[src/rtl/seq_stamp_pkg.sv]
package seq_stamp_pkg;
   // register byte addresses of the stamp pairs for channels 2 to 4
   localparam logic [7:0] ADDR_STAMP_HIGH_CH2 = 8'h92;
   localparam logic [7:0] ADDR_STAMP_LOW_CH2  = 8'h93;
   localparam logic [7:0] ADDR_STAMP_HIGH_CH3 = 8'h94;
   localparam logic [7:0] ADDR_STAMP_LOW_CH3  = 8'h95;
   localparam logic [7:0] ADDR_STAMP_HIGH_CH4 = 8'h96;
   localparam logic [7:0] ADDR_STAMP_LOW_CH4  = 8'h97;
   localparam logic [7:0] ADDR_FIRST          = ADDR_STAMP_HIGH_CH2;
   localparam int         NUM_CH              = 3;
   localparam int         STAMP_W             = 16;
   localparam logic [15:0] STAMP_RESET        = 16'h0000;
   localparam logic [7:0]  READ_UNMAPPED      = 8'h00;
   // tick timing at a 100 MHz core clock
   localparam int CLK_PERIOD_NS = 10;
   localparam int TICK_US       = 50;
   localparam int TICK_CYCLES   = (TICK_US * 1000) / CLK_PERIOD_NS;
   localparam int TICK_W        = 13;
   // sequence direction
   typedef enum logic [2:0] {
      SEQ_IDLE = 3'b001,
      SEQ_UP   = 3'b010,
      SEQ_DOWN = 3'b100
   } seq_state_type;
endpackage

[src/rtl/rail_sequence_timestamp_log.sv]
// Functional notes
// - upper stamp byte at even pair address
// - lower stamp byte at next address
// - capture running timer on triggered sequence
// - up sequence: capture on undervoltage crossing
// - down sequence: capture on off-threshold crossing
// - timer advances once per tick period
`timescale 1ns/1ps
`default_nettype none
module rail_sequence_timestamp_log
   import seq_stamp_pkg::*;
#(
   parameter int TICK_LEN = TICK_CYCLES
) (
   input  wire logic              core_clk_in,
   input  wire logic              rstn_in,
   input  wire logic              power_state_input_in,
   input  wire logic              low_power_input_in,
   input  wire logic [NUM_CH-1:0] above_uv_in,
   input  wire logic [NUM_CH-1:0] above_off_in,
   input  wire logic [7:0]        rd_addr_in,
   output logic      [7:0]        rd_data_out,
   output logic      [NUM_CH-1:0] captured_out
);
   logic [1:0]        act_sync_q;
   logic [1:0]        lp_sync_q;
   logic              act_prev_q;
   logic              lp_prev_q;
   logic [NUM_CH-1:0] uv_s1_q;
   logic [NUM_CH-1:0] uv_s2_q;
   logic [NUM_CH-1:0] off_s1_q;
   logic [NUM_CH-1:0] off_s2_q;
   logic [NUM_CH-1:0] uv_prev_q;
   logic [NUM_CH-1:0] off_prev_q;
   seq_state_type     state_q;
   logic [STAMP_W-1:0] timer_q;
   logic [STAMP_W-1:0] stamp_q [NUM_CH];
   logic [NUM_CH-1:0] done_q;
   logic              start_up;
   logic              start_down;
   logic              start;
   logic              tick;
   logic [NUM_CH-1:0] hit;
   logic [7:0]        rd_data_d;

   // two-flop synchronisers for pin inputs
   always_ff @(posedge core_clk_in or negedge rstn_in) begin
      if (!rstn_in) begin
         act_sync_q <= '0;
         lp_sync_q  <= '0;
         uv_s1_q    <= '0;
         uv_s2_q    <= '0;
         off_s1_q   <= '0;
         off_s2_q   <= '0;
      end else begin
         act_sync_q <= {act_sync_q[0], power_state_input_in};
         lp_sync_q  <= {lp_sync_q[0], low_power_input_in};
         uv_s1_q    <= above_uv_in;
         uv_s2_q    <= uv_s1_q;
         off_s1_q   <= above_off_in;
         off_s2_q   <= off_s1_q;
      end
   end

   // edge history, read only from the second synchroniser stage
   always_ff @(posedge core_clk_in or negedge rstn_in) begin
      if (!rstn_in) begin
         act_prev_q <= 1'b0;
         lp_prev_q  <= 1'b0;
         uv_prev_q  <= '0;
         off_prev_q <= '1;
      end else begin
         act_prev_q <= act_sync_q[1];
         lp_prev_q  <= lp_sync_q[1];
         uv_prev_q  <= uv_s2_q;
         off_prev_q <= off_s2_q;
      end
   end

   // 0->1 on either control starts an up sequence, 1->0 a down one
   assign start_up   = (act_sync_q[1] && !act_prev_q)
                     || (lp_sync_q[1] && !lp_prev_q);
   assign start_down = (!act_sync_q[1] && act_prev_q)
                     || (!lp_sync_q[1] && lp_prev_q);
   assign start      = start_up || start_down;

   // a down edge wins if both happen at once, the rail is going away
   always_ff @(posedge core_clk_in or negedge rstn_in) begin
      if (!rstn_in) begin
         state_q <= SEQ_IDLE;
      end else if (start_down) begin
         state_q <= SEQ_DOWN;
      end else if (start_up) begin
         state_q <= SEQ_UP;
      end
   end

   seq_tick_gen #(
      .TICK_LEN    (TICK_LEN)
   ) u_tick (
      .core_clk_in (core_clk_in),
      .rstn_in     (rstn_in),
      .restart_in  (start),
      .tick_out    (tick)
   );

   // sequence timer; saturates rather than wrap so late stamps stay ordered
   always_ff @(posedge core_clk_in or negedge rstn_in) begin
      if (!rstn_in) begin
         timer_q <= '0;
      end else if (start) begin
         timer_q <= '0;
      end else if (tick && state_q != SEQ_IDLE && timer_q != '1) begin
         timer_q <= timer_q + 1'b1;
      end
   end

   // threshold crossing per channel, by sequence direction
   always_comb begin
      hit = '0;
      unique case (state_q)
         SEQ_UP:   hit = uv_s2_q & ~uv_prev_q;
         SEQ_DOWN: hit = ~off_s2_q & off_prev_q;
         SEQ_IDLE: hit = '0;
      endcase
   end

   // capture once per sequence; value held until next sequence
   // a start beats a same-cycle hit: that crossing ends the old sequence
   always_ff @(posedge core_clk_in or negedge rstn_in) begin
      if (!rstn_in) begin
         done_q <= '0;
         for (int i = 0; i < NUM_CH; i++) begin
            stamp_q[i] <= STAMP_RESET;
         end
      end else if (start) begin
         done_q <= '0;
      end else begin
         for (int i = 0; i < NUM_CH; i++) begin
            if (hit[i] && !done_q[i]) begin
               stamp_q[i] <= timer_q;
               done_q[i]  <= 1'b1;
            end
         end
      end
   end

   assign captured_out = done_q;

   // byte halves of a stamp, shared by the read mux and its checks
   function automatic logic [7:0] hi_byte(input logic [STAMP_W-1:0] s);
      return s[STAMP_W-1:STAMP_W/2];
   endfunction

   function automatic logic [7:0] lo_byte(input logic [STAMP_W-1:0] s);
      return s[STAMP_W/2-1:0];
   endfunction

   // read mux: even address high byte, odd address low byte
   always_comb begin
      rd_data_d = READ_UNMAPPED;
      unique case (rd_addr_in)
         ADDR_STAMP_HIGH_CH2: rd_data_d = hi_byte(stamp_q[0]);
         ADDR_STAMP_LOW_CH2:  rd_data_d = lo_byte(stamp_q[0]);
         ADDR_STAMP_HIGH_CH3: rd_data_d = hi_byte(stamp_q[1]);
         ADDR_STAMP_LOW_CH3:  rd_data_d = lo_byte(stamp_q[1]);
         ADDR_STAMP_HIGH_CH4: rd_data_d = hi_byte(stamp_q[2]);
         ADDR_STAMP_LOW_CH4:  rd_data_d = lo_byte(stamp_q[2]);
         default:             rd_data_d = READ_UNMAPPED;
      endcase
   end

   // registered read data; no latch between the bytes, so a read that
   // straddles a capture may pair an old high byte with a new low byte
   always_ff @(posedge core_clk_in or negedge rstn_in) begin
      if (!rstn_in) begin
         rd_data_out <= READ_UNMAPPED;
      end else begin
         rd_data_out <= rd_data_d;
      end
   end

   // timer cleared right after a start
   a_timer_restart: assert property (@(posedge core_clk_in)
      disable iff (!rstn_in) start |=> timer_q == '0)
      else $error("timer not cleared on start");

   // outside a start, timer moves only on a tick
   a_timer_tick_only: assert property (@(posedge core_clk_in)
      disable iff (!rstn_in) (!start && !tick) |=> $stable(timer_q))
      else $error("timer moved without tick");

   // a hit captures current timer value
   a_capture_value: assert property (@(posedge core_clk_in)
      disable iff (!rstn_in) (!start && hit[0] && !done_q[0])
      |=> stamp_q[0] == $past(timer_q) && done_q[0])
      else $error("channel stamp not captured");

   // a done channel keeps its stamp
   a_stamp_held: assert property (@(posedge core_clk_in)
      disable iff (!rstn_in) (done_q[1] && !start) |=> $stable(stamp_q[1]))
      else $error("stamp changed after capture");

   // a captured flag stays up until the next start
   a_flag_held: assert property (@(posedge core_clk_in)
      disable iff (!rstn_in) (done_q[2] && !start) |=> done_q[2])
      else $error("captured flag dropped inside a sequence");

   // a start empties every captured flag
   a_flags_clear: assert property (@(posedge core_clk_in)
      disable iff (!rstn_in) start |=> captured_out == '0)
      else $error("captured flags not cleared on start");

   // nothing is captured while no sequence runs
   a_idle_no_capture: assert property (@(posedge core_clk_in)
      disable iff (!rstn_in) (state_q == SEQ_IDLE && !start)
      |=> $stable(done_q))
      else $error("capture while idle");

   // up sequence after rising control edge
   a_up_seq: assert property (@(posedge core_clk_in)
      disable iff (!rstn_in) (start_up && !start_down) |=> state_q == SEQ_UP)
      else $error("up sequence not entered");

   // down sequence after falling control edge
   a_down_seq: assert property (@(posedge core_clk_in)
      disable iff (!rstn_in) start_down |=> state_q == SEQ_DOWN)
      else $error("down sequence not entered");

   // high byte readback
   a_read_high: assert property (@(posedge core_clk_in)
      disable iff (!rstn_in) rd_addr_in == ADDR_STAMP_HIGH_CH3
      |=> rd_data_out == $past(hi_byte(stamp_q[1])))
      else $error("high byte readback wrong");

   // low byte readback
   a_read_low: assert property (@(posedge core_clk_in)
      disable iff (!rstn_in) rd_addr_in == ADDR_STAMP_LOW_CH4
      |=> rd_data_out == $past(lo_byte(stamp_q[2])))
      else $error("low byte readback wrong");
endmodule
`default_nettype wire

[src/rtl/seq_tick_gen.sv]
`timescale 1ns/1ps
`default_nettype none
// one-cycle pulse every tick period; restarts with the sequence
module seq_tick_gen
   import seq_stamp_pkg::*;
#(
   parameter int TICK_LEN = TICK_CYCLES
) (
   input  wire logic core_clk_in,
   input  wire logic rstn_in,
   input  wire logic restart_in,
   output logic      tick_out
);
   localparam logic [TICK_W-1:0] LAST = TICK_W'(TICK_LEN - 1);
   logic [TICK_W-1:0] cnt_q;

   // prescaler from core clock down to the timestamp tick
   always_ff @(posedge core_clk_in or negedge rstn_in) begin
      if (!rstn_in) begin
         cnt_q <= '0;
      end else if (restart_in || cnt_q == LAST) begin
         cnt_q <= '0;
      end else begin
         cnt_q <= cnt_q + 1'b1;
      end
   end

   assign tick_out = (cnt_q == LAST) && !restart_in;
endmodule
`default_nettype wire

[config.mk]
export PLATFORM = sky130hd
export DESIGN_NAME = rail_sequence_timestamp_log
export DESIGN_NICKNAME = d
export VERILOG_FILES = /design/src/rtl/seq_stamp_pkg.sv /design/src/rtl/rail_sequence_timestamp_log.sv /design/src/rtl/seq_tick_gen.sv
export SDC_FILE = /design/constraint.sdc
export NUM_CORES = 1
export LEC_CHECK = 0
export BUFFER_PORTS_ARGS = -buffer_cell sky130_fd_sc_hd__buf_2
export CAP_MARGIN = 30
export CORE_MARGIN = 2
export CORE_UTILIZATION = 55
export CTS_CLUSTER_DIAMETER = 30
export DETAILED_ROUTE_END_ITERATION = 12
export HOLD_SLACK_MARGIN = 0.12
export PLACE_DENSITY = 0.73
export SKIP_LAST_GASP = 1
export SLEW_MARGIN = 0
export SYNTH_ARGS = -nofsm -noshare
export SYNTH_HDL_FRONTEND = slang
export SYNTH_SLANG_ARGS = --single-unit
[constraint.sdc]
create_clock -name core_clk_in -period 4.8 [get_ports core_clk_in]
set_input_delay 0.96 -clock core_clk_in [delete_from_list [all_inputs] [get_ports core_clk_in]]
set_output_delay 0.96 -clock core_clk_in [all_outputs]
set_load 0.005 [all_outputs]
# Word-level counts from Yosys, hierarchy flattened
# Cells that the tools add are included.
# word_totals
ff_bits	115
output_inout_bits	11
elab_cells	80
inputBits	18
# op_classes
n_addsub	2
eq_ne	12
reduce_logical	30
muxes	11
bitwise	5
# op_table
cell	n
== test 8 bit (second input constant)	6
case mux 8 bit (6 select lines)	1
two-way mux 16 bit	2
adder 16 x 1 -> 16 bit (second input constant)	1
inequality test 16 bit (second input constant)	1
adder 13 x 1 -> 13 bit (second input constant)	1
== test 13 bit (second input constant)	1
two-way mux 13 bit	1
logical AND 1 bit	10
nonzero test 2 bit	5
two-way mux 3 bit	3
case mux 3 bit (3 select lines)	1
logical NOT 1 bit	8
bitwise AND 3 bit	2
NOT 3 bit	2
AND reduction 2 bit	3
logical OR 1 bit	4
== test 3 x 1 -> 1 bit (second input constant)	1
== test 3 x 2 -> 1 bit (second input constant)	1
== test 3 bit (second input constant)	1
two-way mux 1 bit	3
inequality test 3 x 1 -> 1 bit (second input constant)	1
NOT 1 bit	1

# Longest topological paths before layout
# logic_depth
word_depth	10
depth_mapped	9
depth_no_buf	5

# By module
# A second synthesis with hierarchy kept.
# hier_totals
hier_cells	403
area_unflattened_um2	5238.8
# modules_own_cells
mod	cells_each	n_inst	area_per_inst_um2	seq_area_each_um2
rail_sequence_timestamp_log	337	1	4576.9	2557.5
seq_tick_gen	66	1	661.9	325.3

# Worst setup path before layout
# OpenSTA, ideal clock, no wires.
# synth_path
path_kind	reg-to-reg
startpoint	register u_tick.cnt_q[3]
endpoint	register timer_q[9]
setup_ps	78
t_arrival_ps	2320
slack_ps	2402
t_required_ps	4722
synth_period_minus_slack_ps	2398
n_path_buf	2
path_stages_with_launch	7
path_cell_list	dfrtp_1 or4b_4 or4_4 buf_6 buf_6 or4_1 a21oi_1
# synth_between
elab_chain_cells	5
# synth_lines
item	line_no	text
start: declaration	seq_tick_gen.sv:15	logic [TICK_W-1:0] cnt_q;
start signal: assignment	seq_tick_gen.sv:24	cnt_q <= cnt_q + 1'b1;
== test 13 bit	seq_tick_gen.sv:28	assign tick_out = (cnt_q == LAST) && !restart_in;
logical AND 1 bit	seq_tick_gen.sv:28	
logical AND 1 bit (2 in series)	rail_sequence_timestamp_log.sv:113	end else if (tick && state_q != SEQ_IDLE && timer_q != '1) begin
nonzero test 2 bit (no line)	n/a	
end signal: assignment	rail_sequence_timestamp_log.sv:114	timer_q <= timer_q + 1'b1;
end: declaration	rail_sequence_timestamp_log.sv:36	logic [STAMP_W-1:0] timer_q;
# Every way passes these cells.
# A chain may end at the register's enable or synchronous reset.

# Final worst setup path
# layout_path
startpoint	register u_tick.cnt_q[3]
endpoint	register timer_q[7]
# The elaborated chain is that of the path after synthesis.

==> results.sh <==
export IMPL_max_freq_mhz=398
export IMPL_layout_nets=464
export IMPL_fin_tns_setup_ns=0
export IMPL_path_class="flop to flop"
export IMPL_skew_ns=0.00662
export IMPL_routed_via_count=3426
export IMPL_drive_above_1_share_pct=27.1
export IMPL_finalSetupViolations=0
export IMPL_first_pass_iters=4
export IMPL_post_cts_buffers=0
export IMPL_htreeDepth=4
export IMPL_r2r_start="u_tick.cnt_q[3]"
export IMPL_die_area_um2=9880
export IMPL_antenna_found_initial=0
export IMPL_p_int_w=0.00181
export IMPL_ir_worst_vdd_mv=0.268
export IMPL_path_delay_family="simple AND/OR/NAND/NOR gates"
export IMPL_fin_crit_ns=2.51
export IMPL_p_sw_w=0.000521
export IMPL_grt_ovfl_total=0
export IMPL_synth_warnings=0
export IMPL_syn_area_um2=5000
export IMPL_hold_viol=0
export IMPL_coreArea_um2=8760
export IMPL_dieWidth_um=99.4
export IMPL_cts_sinks=115
export IMPL_grt_max_degree=44
export IMPL_postRouteAntennaNets=0
export IMPL_path_buf_inv=0
export IMPL_hp_class="flop to flop"
export IMPL_power_frac_comb_pct=3.8
export IMPL_outcome="complete, no violations"
export IMPL_worstHoldStart="uv_s1_q[1]"
export IMPL_cp_end_kind="flop"
export IMPL_hold_buffers=0
export IMPL_initial_core_util_pct=57.1
export IMPL_ios=29
export IMPL_die_h_um=99.4
export IMPL_cts_path_max_buffers=2
export IMPL_grt_util_met3_pct=5.55
export IMPL_io_buffers=28
export IMPL_wl_per_cell_um=17.4
export IMPL_p_sw_share_pct=22.3
export IMPL_path_clk_slew_ns=0.06
export IMPL_drtIter0Drc=161
export IMPL_post_drt_via_cell_ratio=6.06
export IMPL_avgSynthCellArea_um2=12.0
export IMPL_synth_cell_types=41
export IMPL_finalCritPeriodShare_pct=52.4
export IMPL_finalNonFillerCells=565
export IMPL_hpwl_mm=6.36
export IMPL_crit_path_cell_trace="or4b_4, or4_4, or4_1, a21oi_1"
export IMPL_drv_slew=0
export IMPL_worst_path_largest_cell_delay_ns=0.69
export IMPL_cts_resized=0
export IMPL_syn_num_nets=436
export IMPL_clockPowerShare_pct=53.5
export IMPL_seqPwrFrac_pct=42.7
export IMPL_cts_tree="done"
export IMPL_worstMarginPinSlew_ns=0.896
export IMPL_busiest_layer="met2"
export IMPL_grt_use_met2_pct=35.2
export IMPL_synth_cells=416
export IMPL_diodes=0
export IMPL_cellPowerDensity_nw_per_um2=401
export IMPL_p_leak_nw=2.64
export IMPL_final_area_um2=5810
export IMPL_yosysSeqAreaShare_pct=57.6
export IMPL_drc=0
export IMPL_slew_headroom_pct=39.8
export IMPL_grtUsageMet1_pct=29.0
export IMPL_floorplan_rows=34
export IMPL_gp_congestion=0.768
export IMPL_cts_buffers=17
export IMPL_timing_critical_path_from_type="flop"
export IMPL_rsz0062_at_grt="false"
export IMPL_required_ns=5.23
export IMPL_crit_fanout=28
export IMPL_cts_root_buf="clkbuf_8"
export IMPL_cpMaxStageDelayCell="or4_4"
export IMPL_grt_usage_pct=22.2
export IMPL_grt_pass1_vias=3437
export IMPL_synth_seq_cells=115
export IMPL_arrival_ns=2.94
export IMPL_crit_start="u_tick.cnt_q[3]"
export IMPL_grt_pass1_wl_mm=16.9
export IMPL_dp_cells=533
export IMPL_clk_latency_ns=0.51
export IMPL_synthToLayoutAreaGrowth_pct=16.2
export IMPL_place_area_um2=5220
export IMPL_wl_mm=9.85
export IMPL_drv_cap=0
[cells in the mapped netlist (all sizes together)]
library cell,n,area (µm²)
or4,12,93.8
or3,3,18.8
xor2,11,96.3
nand3b,21,158
a31oi,3,18.8
nand2,15,56.3
and2,4,25.0
and3,5,31.3
a221oi,2,17.5
mux2,48,541
nor3b,2,15.0
dfrtp,111,2780
xnor2,3,26.3
a211oi,3,37.5
o21ai,13,65.1
nand3,7,35.0
a21boi,1,7.51
o31ai,13,97.6
a21oi,23,115
nand4,12,75.1
o221ai,2,17.5
nor3,2,10.0
and4,8,70.1
nand4bb,1,11.3
nor2b,3,18.8
ha,2,25.0
nor2,23,86.3
buf,5,35.0
a41oi,1,8.76
mux2i,9,90.1
or2,1,6.26
a22oi,8,60.1
clkbuf,21,78.8
nor4,2,12.5
dfstp,4,105
or4b,2,23.8
inv,10,37.5
[layout make-up]
cell class                      instances  area (µm²)
Clock buffer                           18         418
Multi-Input combinational cell        265        1970
Sequential cell                       115        2880
Fill cell                             661        2950
Timing Repair Buffer                   35         193
Inverter                               10        37.5
Clock inverter                         14         176
Tap cell                              108         135
[routing by layer]
layer | share of wire [%] | wire length [µm]
met5 | 0 | 0
met4 | 2.3 | 223
met3 | 4.7 | 463
met2 | 49 | 4810
met1 | 44 | 4360
[path summary, 6_finish.rpt]
kind	end	slack, ns	cells after the start
worst max-delay path	timer_q[7]	2.29	4
worst min-delay path	uv_s2_q[1]	0.35	0
worst max register to register	timer_q[7]	2.29	4
worst min register to register	uv_s2_q[1]	0.35	0
max in group asynchronous	stamp_q[41]	3.52	2
min in group asynchronous	rd_data_out[7]	0.42	1
[through the flow]
stage                     total power, W  hold slack, ns  worst slack [ns]  utilization (%)
final                            0.00233           0.345              2.29             66.3
after global routing             0.00242           0.356              2.21             66.3
after CTS                        0.00236           0.347              2.30             66.3
after detailed placement         0.00110           0.336              2.21             59.6
after global placement           0.00110           0.332              2.11             59.5
after floorplan                  0.00106           0.331              2.40                -
[worst register-to-register path, stage by stage (launching register included)]
cell and delay [ns]:
dfrtp_1 0.44, or4b_4 0.57, or4_4 0.69, or4_1 0.57, a21oi_1 0.16
[power groups by stage]
stage	combinational (W)	clock [W]	sequential, W
floorplan	0.0000489	0	0.00101
global placement	0.0000875	0	0.00101
detailed placement	0.0000899	0	0.00101
CTS	0.0000897	0.00127	0.000997
global route	0.0000995	0.00132	0.000998
finish	0.0000876	0.00125	0.000997
[state kept, by name, indices dropped and copies added, names as in the netlist, 8 cells and up]
register,count
stamp_q,48
timer_q,16
u_tick.cnt_q,13
rd_data_out,8
[placed cells by master (no fill, tap or decap), drive strengths merged, types with 2 or more instances in the layout]
| cell | n |
|---|---|
| nor3b | 2 |
| dfrtp | 111 |
| bufinv | 3 |
| or3 | 3 |
| inv | 14 |
| and3 | 5 |
| nor4 | 2 |
| clkinvlp | 2 |
| a21oi | 23 |
| o221ai | 2 |
| mux2 | 48 |
| mux2i | 9 |
| clkinv | 5 |
| dfstp | 4 |
| a221oi | 2 |
| nor2b | 3 |
| ha | 2 |
| nand2 | 15 |
| xor2 | 11 |
| and2 | 4 |
| or4 | 12 |
| or4b | 2 |
| clkbuf | 18 |
| buf | 35 |
| nor2 | 23 |
| xnor2 | 3 |
| nor3 | 2 |
| nand4 | 12 |
| a22oi | 8 |
| o31ai | 13 |
| nand3b | 21 |
| a211oi | 3 |
| a31oi | 3 |
| o21ai | 13 |
| and4 | 8 |
| nand3 | 7 |
[logic make-up after synthesis]
kind of cell | share of synthesized area, %
AOI/OAI and AO/OA | 8.90
xor gates and xnor gates | 2.45
adders and majority gates | 0.500
buffers and inverters | 3.03
DFF | 57.6
muxes | 12.6
and+or+nand+nor | 14.9
(Power assumes the default switching activity.)
